===== config.mk =====
export PLATFORM = sky130hd
export DESIGN_NAME = udr_dma_request_gen
export DESIGN_NICKNAME = d
export VERILOG_FILES = /design/src/core/udr_pkg.sv /design/src/core/udr_dma_request_gen.sv
export VERILOG_INCLUDE_DIRS = /design/src /design/src/core
export SDC_FILE = /design/constraint.sdc
export NUM_CORES = 1
export LEC_CHECK = 0
export BUFFER_PORTS_ARGS = -buffer_cell sky130_fd_sc_hd__clkbuf_2
export CORE_MARGIN = 4
export CORE_UTILIZATION = 50
export CTS_CLUSTER_SIZE = 10
export DETAILED_ROUTE_END_ITERATION = 8
export GPL_TIMING_DRIVEN = 0
export PLACE_DENSITY_LB_ADDON = 0.08
export SKIP_CTS_REPAIR_TIMING = 1
export SLEW_MARGIN = 10
export SYNTH_ARGS = -nofsm -noshare
export SYNTH_HDL_FRONTEND = slang
export SYNTH_SLANG_ARGS = --single-unit
export TNS_END_PERCENT = 100

===== constraint.sdc =====
create_clock -name clock -period 2.7 [get_ports clock]
set_input_delay 0.27 -clock clock [delete_from_list [all_inputs] [get_ports clock]]
set_output_delay 0.27 -clock clock [all_outputs]
set_load 0.02 [all_outputs]

===== src/core/udr_defs.svh =====
`ifndef UDR_DEFS_SVH
`define UDR_DEFS_SVH

// ********************************************************************
// Sizes
// ********************************************************************
`define UDR_NUM_CH      4
`define UDR_NUM_EP      4
`define UDR_SEL_W       16

// ********************************************************************
// Register word offsets
// ********************************************************************
`define UDR_OFF_SEL0    6'h00
`define UDR_OFF_SEL3    6'h03
`define UDR_OFF_STAT    6'h04
`define UDR_OFF_MASK    6'h05
`define UDR_OFF_MODE    6'h06

// ********************************************************************
// Select register fields and reset values
// ********************************************************************
`define UDR_SEL_IN_LSB  1
`define UDR_SEL_OUT_LSB 6
`define UDR_SEL_MASK    16'h03de
`define UDR_SEL_RST     16'h0000
`define UDR_BYTE_RST    4'h0

// ********************************************************************
// Buffer state codes
// ********************************************************************
`define UDR_OUT_SINGLE  2'h3
`define UDR_OUT_DOUBLE  2'h2
`define UDR_IN_SINGLE   2'h0
`define UDR_IN_DOUBLE   2'h1

`endif


===== src/core/udr_pkg.sv =====
package udr_pkg;

  // Per-endpoint buffer state and FIFO access strobes.
  typedef struct packed {
    logic out_buffer_state_hi;
    logic out_buffer_state_lo;
    logic in_buffer_state_hi;
    logic in_buffer_state_lo;
    logic out_state_update;
    logic in_state_update;
    logic out_fifo_read;
    logic in_fifo_write;
  } udr_ep_event_type;

  // Avalon-MM request from the master.
  typedef struct packed {
    logic [7:0]  address;
    logic        read;
    logic        write;
    logic [31:0] writedata;
    logic [3:0]  byteenable;
  } udr_avs_req_type;

endpackage


===== src/core/udr_dma_request_gen.sv =====
// Function
// - A channel requests only while its DMA enable bit is one.
// - Selection is valid only with exactly one select bit set.
// - Selected OUT state updated to 11 single or 10 double raises a request.
// - That OUT update also pulses the endpoint OUT interrupt request.
// - Writing one OUT select into an empty register with data present requests.
// - Each OUT FIFO read with valid selection and data present requests again.
// - DMA packet reads start on any trigger and continue on FIFO-read triggers.
// - Selected IN state updated to 00 single or 01 double raises a request.
// - That IN update also pulses the endpoint IN interrupt request.
// - Writing one IN select into an empty register with space present requests.
// - Each IN FIFO write with valid selection and space present requests again.
// - DMA packet writes start on any trigger and continue on FIFO-write triggers.
// - A request needs the event and all its conditions in the same cycle.
// - Request source n drives DMA channel n, fixed one to one.
// - Select register: IN selects bits 1-4, OUT selects bits 6-9, reset zero.
//
// Our own choices: the Avalon-MM register port and the register offsets.
`timescale 1ns/1ns
`include "udr_defs.svh"
module udr_dma_request_gen
  import udr_pkg::*;
(
  // Clock and reset.
  input  wire logic                          clock,
  input  wire logic                          rst_n,
  // Avalon-MM register slave.
  input  wire udr_avs_req_type               avs_req,
  output logic [31:0]                        avs_readdata,
  output logic                               avs_waitrequest,
  // Endpoint buffer state and FIFO accesses, endpoints 1 to 4.
  input  wire udr_ep_event_type [3:0]        ep_event,
  // DMA controller channels.
  input  wire logic [`UDR_NUM_CH-1:0]        dma_channel_en,
  output logic [`UDR_NUM_CH-1:0]             dma_channel_req,
  // Endpoint interrupt requests and block interrupt.
  output logic [`UDR_NUM_EP-1:0]             ep_out_irq,
  output logic [`UDR_NUM_EP-1:0]             ep_in_irq,
  output logic                               irq
);

  // ******************************************************************
  // Helper functions
  // ******************************************************************

  // True when exactly one of the defined select bits is set.
  function automatic logic sel_valid(input logic [15:0] sel);
    logic [15:0] m;
    m = sel & `UDR_SEL_MASK;
    return (m != `UDR_SEL_RST) && ((m & (m - 16'h0001)) == `UDR_SEL_RST);
  endfunction

  // Byte-lane merge of a 16-bit register.
  function automatic logic [15:0] lane_merge(input logic [15:0] old, input logic [15:0] wd,
                                             input logic [1:0] be);
    return {be[1] ? wd[15:8] : old[15:8], be[0] ? wd[7:0] : old[7:0]};
  endfunction

  // ******************************************************************
  // Register state
  // ******************************************************************
  logic [15:0]            usb_dma_source_select_r [`UDR_NUM_CH];
  logic [15:0]            usb_dma_source_select_nxt [`UDR_NUM_CH];
  logic [3:0]             stat_r, stat_nxt;
  logic [3:0]             mask_r, mask_nxt;
  logic [3:0]             mode_r, mode_nxt;
  logic                   ack_r, ack_nxt;
  logic [31:0]            rdata_r, rdata_nxt;
  logic [3:0]             req_r, req_nxt;
  logic [3:0]             oirq_r, oirq_nxt;
  logic [3:0]             iirq_r, iirq_nxt;

  // Per-endpoint decoded conditions.
  logic [3:0]             out_t1, in_t1, out_have, in_space, out_rd, in_wr;
  logic [5:0]             word_idx;
  logic                   wr_commit, rd_commit;
  logic [3:0]             sel_wr;
  logic [3:0]             hit_t1, hit_t2, hit_t3, sel_ok;

  assign word_idx  = avs_req.address[7:2];
  assign wr_commit = avs_req.write & ack_r;
  assign rd_commit = avs_req.read & ack_r;

  // ******************************************************************
  // Endpoint conditions
  // ******************************************************************
  genvar e, c;
  generate
    for (e = 0; e < `UDR_NUM_EP; e++) begin : g_ep
      logic [1:0] ost, ist;
      assign ost = {ep_event[e].out_buffer_state_hi, ep_event[e].out_buffer_state_lo};
      assign ist = {ep_event[e].in_buffer_state_hi, ep_event[e].in_buffer_state_lo};
      // Update to the full code of the buffer mode.
      assign out_t1[e]   = ep_event[e].out_state_update &
                           (ost == (mode_r[e] ? `UDR_OUT_DOUBLE : `UDR_OUT_SINGLE));
      assign in_t1[e]    = ep_event[e].in_state_update &
                           (ist == (mode_r[e] ? `UDR_IN_DOUBLE : `UDR_IN_SINGLE));
      // State 10 or 11 means received data, 00 or 01 means free space.
      assign out_have[e] = ost[1];
      assign in_space[e] = ~ist[1];
      assign out_rd[e]   = ep_event[e].out_fifo_read;
      assign in_wr[e]    = ep_event[e].in_fifo_write;
    end

    // ****************************************************************
    // Channel trigger decode
    // ****************************************************************
    for (c = 0; c < `UDR_NUM_CH; c++) begin : g_ch
      logic [3:0]  osel, isel, nosel, nisel;
      logic [15:0] newsel;
      assign osel   = usb_dma_source_select_r[c][`UDR_SEL_OUT_LSB +: 4];
      assign isel   = usb_dma_source_select_r[c][`UDR_SEL_IN_LSB +: 4];
      assign sel_wr[c] = wr_commit && (word_idx == (`UDR_OFF_SEL0 + 6'(c)));
      assign newsel = lane_merge(usb_dma_source_select_r[c], avs_req.writedata[15:0],
                                 avs_req.byteenable[1:0]) & `UDR_SEL_MASK;
      assign nosel  = newsel[`UDR_SEL_OUT_LSB +: 4];
      assign nisel  = newsel[`UDR_SEL_IN_LSB +: 4];
      assign sel_ok[c] = sel_valid(usb_dma_source_select_r[c]);
      // Buffer state update trigger.
      assign hit_t1[c] = |(osel & out_t1) | |(isel & in_t1);
      // First valid selection written into an empty register.
      assign hit_t2[c] = sel_wr[c] && (usb_dma_source_select_r[c] == `UDR_SEL_RST) &&
                         sel_valid(newsel) &&
                         (|(nosel & out_have) | |(nisel & in_space));
      // Each FIFO access on a selected endpoint with data or space present keeps the transfer going.
      assign hit_t3[c] = |(osel & out_have & out_rd) | |(isel & in_space & in_wr);
    end
  endgenerate

  // ******************************************************************
  // Channel select registers
  // ******************************************************************

  // Next select values; a write merges its byte lanes and drops reserved bits.
  always_comb begin
    for (int i = 0; i < `UDR_NUM_CH; i++) begin
      usb_dma_source_select_nxt[i] = usb_dma_source_select_r[i];
      if (sel_wr[i]) begin
        usb_dma_source_select_nxt[i] = lane_merge(usb_dma_source_select_r[i], avs_req.writedata[15:0],
                                                  avs_req.byteenable[1:0]) & `UDR_SEL_MASK;
      end
    end
  end

  // Registers the select values.
  always_ff @(posedge clock or negedge rst_n) begin
    if (!rst_n) begin
      for (int i = 0; i < `UDR_NUM_CH; i++) begin
        usb_dma_source_select_r[i] <= `UDR_SEL_RST;
      end
    end else begin
      for (int i = 0; i < `UDR_NUM_CH; i++) begin
        usb_dma_source_select_r[i] <= usb_dma_source_select_nxt[i];
      end
    end
  end

  // ******************************************************************
  // Request and endpoint interrupt pulses
  // ******************************************************************

  // Channel n serves request source n only; enable gates all triggers.
  always_comb begin
    for (int i = 0; i < `UDR_NUM_CH; i++) begin
      req_nxt[i] = dma_channel_en[i] &
                   ((sel_ok[i] & (hit_t1[i] | hit_t3[i])) | hit_t2[i]);
    end
    // Endpoint interrupt requests come with the completion update.
    oirq_nxt = out_t1;
    iirq_nxt = in_t1;
  end

  // Registers the pulses, so that each one comes one cycle after its trigger and lasts as long as it.
  always_ff @(posedge clock or negedge rst_n) begin
    if (!rst_n) begin
      req_r  <= `UDR_BYTE_RST;
      oirq_r <= `UDR_BYTE_RST;
      iirq_r <= `UDR_BYTE_RST;
    end else begin
      req_r  <= req_nxt;
      oirq_r <= oirq_nxt;
      iirq_r <= iirq_nxt;
    end
  end

  // ******************************************************************
  // Status, mask, mode and bus answer
  // ******************************************************************

  // Next bus-side values; the answer comes after exactly one wait cycle.
  always_comb begin
    // Mask and mode take the low byte lane only.
    mask_nxt = mask_r;
    mode_nxt = mode_r;
    if (wr_commit && avs_req.byteenable[0] && word_idx == `UDR_OFF_MASK) begin
      mask_nxt = avs_req.writedata[3:0];
    end
    if (wr_commit && avs_req.byteenable[0] && word_idx == `UDR_OFF_MODE) begin
      mode_nxt = avs_req.writedata[3:0];
    end
    // Sticky status, cleared by a read; a new request wins over the clear.
    stat_nxt = stat_r;
    if (rd_commit && word_idx == `UDR_OFF_STAT) begin
      stat_nxt = `UDR_BYTE_RST;
    end
    stat_nxt = stat_nxt | req_nxt;
    // One wait cycle, then the answer.
    ack_nxt   = (avs_req.read | avs_req.write) & ~ack_r;
    rdata_nxt = 32'h0000_0000;
    // Read data for the addressed register; unmapped offsets read zero.
    if (word_idx <= `UDR_OFF_SEL3) begin
      rdata_nxt[15:0] = usb_dma_source_select_r[word_idx[1:0]];
    end else if (word_idx == `UDR_OFF_STAT) begin
      rdata_nxt[3:0] = stat_r | req_nxt;
    end else if (word_idx == `UDR_OFF_MASK) begin
      rdata_nxt[3:0] = mask_r;
    end else if (word_idx == `UDR_OFF_MODE) begin
      rdata_nxt[3:0] = mode_r;
    end
  end

  // Registers the bus-side state.
  always_ff @(posedge clock or negedge rst_n) begin
    if (!rst_n) begin
      stat_r  <= `UDR_BYTE_RST;
      mask_r  <= `UDR_BYTE_RST;
      mode_r  <= `UDR_BYTE_RST;
      ack_r   <= 1'b0;
      rdata_r <= 32'h0000_0000;
    end else begin
      stat_r  <= stat_nxt;
      mask_r  <= mask_nxt;
      mode_r  <= mode_nxt;
      ack_r   <= ack_nxt;
      rdata_r <= rdata_nxt;
    end
  end

  // Outputs.
  assign avs_waitrequest = (avs_req.read | avs_req.write) & ~ack_r;
  assign avs_readdata    = rdata_r;
  assign dma_channel_req = req_r;
  assign ep_out_irq      = oirq_r;
  assign ep_in_irq       = iirq_r;
  assign irq             = |(stat_r & mask_r);

  // Per-channel request, select register and status checks.
  generate
    for (c = 0; c < `UDR_NUM_CH; c++) begin : g_ast

    end
  endgenerate
endmodule


After elaboration in Yosys (flattened, before gate mapping)
Cells that the tools add are included.
{ "op_classes": {"reduce_logical": 74, "n_mul": 0, "bitwise": 89, "muxes": 25, "n_lt_le_gt_ge": 2, "n_shift": 0, "div_mod_pow": 0, "eq_ne": 14, "addsub": 8} }
{ "op_table": {"columns": ["operator", "count"], "rows": [
  ["logical NOT 16 bit", 12],
  ["AND 4 bit", 33],
  ["AND 10 x 16 -> 16 bit", 8],
  ["nonzero test 16 bit", 8],
  ["OR reduction 4 bit", 25],
  ["subtractor 10 x 1 -> 11 bit (second input constant)", 8],
  ["binary-select mux 16 bit (select 2 bit)", 1],
  ["two-way mux 16 bit", 2],
  ["two-way mux 8 bit", 4],
  ["logical AND 1 bit", 28],
  ["bitwise OR 1 bit", 21],
  ["two-way mux 4 bit", 5],
  ["AND 1 bit", 19],
  ["equality test 6 x 3 -> 1 bit (second input constant)", 3],
  ["equality test 6 x 2 -> 1 bit (second input constant)", 2],
  ["two-way mux 12 bit", 1],
  ["equality test 2 x 1 -> 1 bit", 4],
  ["equality test 2 bit", 4],
  ["two-way mux 1 bit", 8],
  ["two-way mux 2 bit", 4],
  ["bitwise OR 4 bit", 2],
  ["equality test 6 x 1 -> 1 bit (second input constant)", 1],
  ["<= comparator 6 x 2 -> 1 bit (second input constant)", 1],
  ["logical NOT 6 bit", 1],
  ["3 further kinds", 7]
]} }
{ "totals": {"mem_count": 0, "wordCells": 224, "mem_bits_rw": 0, "latch_bits": 0, "ff_bits": 73, "out_inout_bits": 46, "rom_bits": 0} }

Logic depth before layout (Yosys ltp)
{ "depth": {"depth_word": 13, "depth_mapped": 9, "mapped_depth_nobuf": 6} }

Worst setup path before layout
No wires, ideal clock.
{ "synth_timing": {"path_type": "input to register", "startpoint": "in avs_req[42] (netlist name)", "endpoint": "reg rdata_r[0], in the netlist avs_readdata[0]", "required_time_ns": 2.626, "t_arrival_ns": 2.420, "n_path_buf": 3, "slack_ns": 0.206, "path_stages": 9, "cell_sequence": "buf_6 > or4_4 > buf_6 > or4_1 > buf_2 > a2111o_1 > a311oi_2 > o21ai_2 > a21oi_2"} }
{ "synth_via": {"elab_chain_cells": 10} }
{ "synth_lines": {"columns": ["item", "line", "source"], "rows": [
  ["from (decl)", "udr_dma_request_gen.sv:28", "input wire udr_avs_req_type avs_req,"],
  ["logical NOT 6 bit", "udr_dma_request_gen.sv:113", "assign sel_wr[c] = wr_commit && (word_idx == (`UDR_OFF_SEL0 + 6'(c)));"],
  ["logical AND 1 bit", "udr_dma_request_gen.sv:113", null],
  ["logical AND 1 bit (3 in a row)", "udr_dma_request_gen.sv:122", "assign hit_t2[c] = sel_wr[c] && (usb_dma_source_select_r[c] == `UDR_SEL_RST) &&"],
  ["bitwise OR 1 bit", "udr_dma_request_gen.sv:166", "((sel_ok[i] & (hit_t1[i] | hit_t3[i])) | hit_t2[i]);"],
  ["AND 1 bit", "udr_dma_request_gen.sv:165", "req_nxt[i] = dma_channel_en[i] &"],
  ["bitwise OR 4 bit", "udr_dma_request_gen.sv:214", "rdata_nxt[3:0] = stat_r | req_nxt;"],
  ["two-way mux 4 bit", "udr_dma_request_gen.sv:213", "end else if (word_idx == `UDR_OFF_STAT) begin"],
  ["two-way mux 4 bit *", "udr_dma_request_gen.sv:211", "if (word_idx <= `UDR_OFF_SEL3) begin"],
  ["net rdata_nxt[0]", "udr_dma_request_gen.sv:68", "logic [31:0] rdata_r, rdata_nxt;"],
  ["to (signal assigned)", "udr_dma_request_gen.sv:235", "rdata_r <= rdata_nxt;"],
  ["to (decl)", "udr_dma_request_gen.sv:68", null]
]} }
Mark *: on every way through the listed nets, which the timed path passes. The rest lies on a longest branch.
A chain may end at the register's enable or synchronous reset.

Worst setup path in the final report
{ "layout_timing": {"startpoint": "reg usb_dma_source_select_r, in the netlist g_ch[2].isel[2]", "endpoint": "reg stat_r[2]"} }
{ "layout_via": {"elab_chain_cells": 10} }
{ "layout_lines": {"columns": ["item", "line", "source"], "rows": [
  ["from (decl)", "udr_dma_request_gen.sv:62", "logic [15:0] usb_dma_source_select_r [`UDR_NUM_CH];"],
  ["from (signal, indexed assignment)", "udr_dma_request_gen.sv:149", "usb_dma_source_select_r[i] <= `UDR_SEL_RST;"],
  ["from (signal, indexed assignment)", "udr_dma_request_gen.sv:153", "usb_dma_source_select_r[i] <= usb_dma_source_select_nxt[i];"],
  ["two-way mux 8 bit", null, null],
  ["subtractor 10 x 1 -> 11 bit", "udr_dma_request_gen.sv:50", "return (m != `UDR_SEL_RST) && ((m & (m - 16'h0001)) == `UDR_SEL_RST);"],
  ["AND 10 x 16 -> 16 bit", "udr_dma_request_gen.sv:50", null],
  ["logical NOT 16 bit (no source line)", null, null],
  ["logical AND 1 bit", "udr_dma_request_gen.sv:50", null],
  ["logical AND 1 bit (2 in a row)", "udr_dma_request_gen.sv:122", null],
  ["bitwise OR 1 bit *", "udr_dma_request_gen.sv:166", null],
  ["AND 1 bit *", "udr_dma_request_gen.sv:165", null],
  ["bitwise OR 4 bit *", "udr_dma_request_gen.sv:206", "stat_nxt = stat_nxt | req_nxt;"],
  ["net stat_nxt[2]", "udr_dma_request_gen.sv:64", "logic [3:0] stat_r, stat_nxt;"],
  ["to (signal assigned)", "udr_dma_request_gen.sv:225", "stat_r <= `UDR_BYTE_RST;"],
  ["to (signal assigned)", "udr_dma_request_gen.sv:231", "stat_r <= stat_nxt;"],
  ["to (decl)", "udr_dma_request_gen.sv:64", null]
]} }
Marks and branches as above.

==> results.toml <==
[outcome]
status = "complete, no violations"

[finish]
instances_no_fill = 813
drive_gt1_share_pct = 26.5
fin_util_pct = 60.6
antenna_cells = 0
postLayoutCellArea_um2 = 5950
final_nets = 759
syn2layout_area_growth_pct = 17.6

[timing]
slew_violations = 0
min_period_ns = 2.66
fin_crit_sh_pct = 98.7
slew-limit-headroom_pct = 34.5
setup_viol = 0
worst_pin_slew_ns = 0.980
final-hold-violation-count = 0
clock-skew-final_ns = 0.0139
clock.fmax_ghz = 0.375

[placement]
placed_area_um2 = 5690
hpwl_um = 13500
port_buffers = 71
gp_congestion = 0.922
dp_cells = 797

[setup_path]
cp.depth = 7
r2r_start = "g_ch[2].isel[2]"
worst-endpoint-arrival_ns = 2.94
worstPathCellList = "clkbuf_1 > or3_1 > a22oi_1 > o211ai_1 > a2111oi_2 > a21oi_1 > o21ai_0"
worst_setup_path_end_kind = "register"
crit_type = "reg -> reg"
max_stage_delay_ns = 0.58
slowest_stage = "a2111oi_2"
worst_setup_path_start_kind = "register"
cp_max_fo = 9
crit_family = "compound AO/OA/AOI/OAI gates"
reg2reg_slack_ns = 0.04
required_ns = 2.98
crit_end = "stat_r[2]"
critPathLaunch = "g_ch[2].isel[2]"
rr_endpoint = "stat_r[2]"
reg2regPathDepth = 7
critical_path_buf_inv_count = 1

[cts]
clk_pin_slew_ns = 0.08
cts_tree = "yes"
worst_skew_pair.late_latency_ns = 0.37
cts_sinks = 66
clockRootBuffer = "clkbuf_8"
numCtsBuffers = 9
clock_path_buffers = 2
htreeDepth = 3

[global_route]
grt_pass1_wl_um = 27200
antenna_found_initial = 0
grt_pass1_vias = 4836
grt_overflow = 0
grt_max_degree = 44
grt_use_total_pct = 31.1

[logic_synthesis]
synth-compound-area-share_pct = 15.7
synthAdderAreaFrac_pct = 0.791
async_flop_share_pct = 100
synth_top_family_by_area = "simple AND/OR/NAND/NOR gates"
avgSynthCellArea_um2 = 8.87
synth_edf_count = 0
synth_area_um2 = 5060
ys_types = 63
postSynthRegisterBits = 66
synth-seq-area-share_pct = 32.6
synth_mux_area_share_pct = 17.0
yosys.area_share.simple_pct = 21.9
synth_xor_area_share_pct = 2.42
synth_ff_type = "dfrtp_1"
syn-instance-count = 570
yosys_warnings = 0

[floorplanning]
die_w_um = 109
initial_utilization_pct = 51.5
ios = 130
core_um2 = 9820
row_count = 36
die-area_um2 = 11800
die_y_um = 109

[drt]
highest_layer = "met4"
wl_met2_um = 8080
post_drt_wl_per_cell_um = 21.9
vias = 5096
routed_wl_um = 17800
drcViolationCount = 0
drt_pass1_iterations = 6
met3_wirelength_um = 1790
vias_per_cell = 6.27
ant_nets = 0
wl_met1_um = 7150
drt_iter0_drc = 506

[power_and_ir_drop]
p_per_area_nw_per_um2 = 488
ir_drop_mv = 0.303
power.leakage_nw = 2.75

[flow_run]
max_cap_viol_count = 0

[min_path]
hold-path-cell-count = 3
holdCritPathClass = "in -> reg"
tightest hold or removal path: stages:
cell	delay (ns)
clkbuf_2	0.09
inv_1	0.06
nor2_1	0.04
worst min-delay path by stage:
stage                            startpoint            endpoint  slack (ns)
after global routing      dma_channel_en[2]  dma_channel_req[2]        0.13
final                     dma_channel_en[2]  dma_channel_req[2]        0.12
after detailed placement              rst_n     avs_readdata[6]        0.24
after global placement                ack_r               ack_r        0.45
after floorplan                       rst_n               ack_r       -0.03
after CTS                             rst_n     g_ch[3].osel[2]       -0.16
where the power goes:
part	leakage, nW	internal [W]	switching, W
logic	1.79	0.000332	0.000547
registers	0.871	0.00106	0.0000598
clock network	0.0962	0.000433	0.000467
cells in the mapped netlist (16+ instances only):
library cell,count,area share [%]
dfrtp_1,66,33
clkbuf_1,48,3.6
nor2_1,39,2.9
mux2_2,33,7.3
nand2_1,32,2.4
mux2i_1,31,6.1
nand3_1,25,2.5
buf_4,23,3.4
inv_1,20,1.5
nand3b_1,20,3.0
o21ai_0,18,1.8
nor3_1,16,1.6
o22ai_1,16,2.0
area by class of cell:
class / count / area (um^2)
fill: 922 / 3870
tap: 133 / 166
timing repair buffer: 73 / 388
sequential: 66 / 1650
buffer: 79 / 403
inverter: 20 / 75.1
clock inverter: 7 / 76.3
multi-input combinational: 426 / 3070
clock buffer: 9 / 124
sequential cells by signal, summed over array words and instances, names as in the netlist, 4 cells and up:
register / flops
stat_r: 4
g_ch.isel: 16
mode_r: 4
mask_r: 4
ep_in_irq: 4
dma_channel_req: 4
ep_out_irq: 4
g_ch.osel: 16
avs_readdata: 9
logic make-up (layout without fill, tap and decap cells):
kind of cell / after synthesis / in the layout
other: 1 / 23
buffers and inverters: 100 / 188
AO/OA/AOI/OAI: 112 / 112
flip-flops: 66 / 66
multiplexers: 72 / 72
AND/OR/NAND/NOR: 201 / 201
adder cells (fa/ha/maj): 4 / 4
XOR/XNOR: 14 / 14
layout by cell type, fill, tap and decap left out, drive strengths merged, types with 4 or more instances in the layout:
cell type  instances
conb              23
nor2              39
o21ai             19
nand3b            20
buf               31
nand2             32
clkbuf           129
nor4               7
nor3b              9
dfrtp             66
a21oi             15
maj3               4
a211oi             4
o22ai             16
o211ai             5
nor3              16
mux2              33
or4                7
nand3             25
xnor2              4
nand4             10
mux2i             31
a22oi             12
xor2              10
a221oi             6
mux4               8
or3                7
nand2b             7
and2b              5
and3               4
inv               22
a31oi              5
metrics by stage:
step                      total power, W  setup slack [ns]  hold slack [ns]  setup TNS [ns]
after floorplan                  0.00168             0.206          -0.0256               0
after global placement           0.00195            -0.594            0.451           -2.21
after detailed placement         0.00197            -0.633            0.237           -2.27
after CTS                        0.00286            -0.284           -0.164           -1.06
after global routing             0.00303           -0.0606            0.134         -0.0606
final                            0.00290            0.0360            0.120               0
per-layer routing:
layer / track usage (%) / vias up
met5: 0 / -
met4: 15.5 / 0
met3: 7.04 / 61
met2: 47.3 / 319
met1: 41.7 / 2439
li1: - / 2277
(Power assumes the default switching activity.)
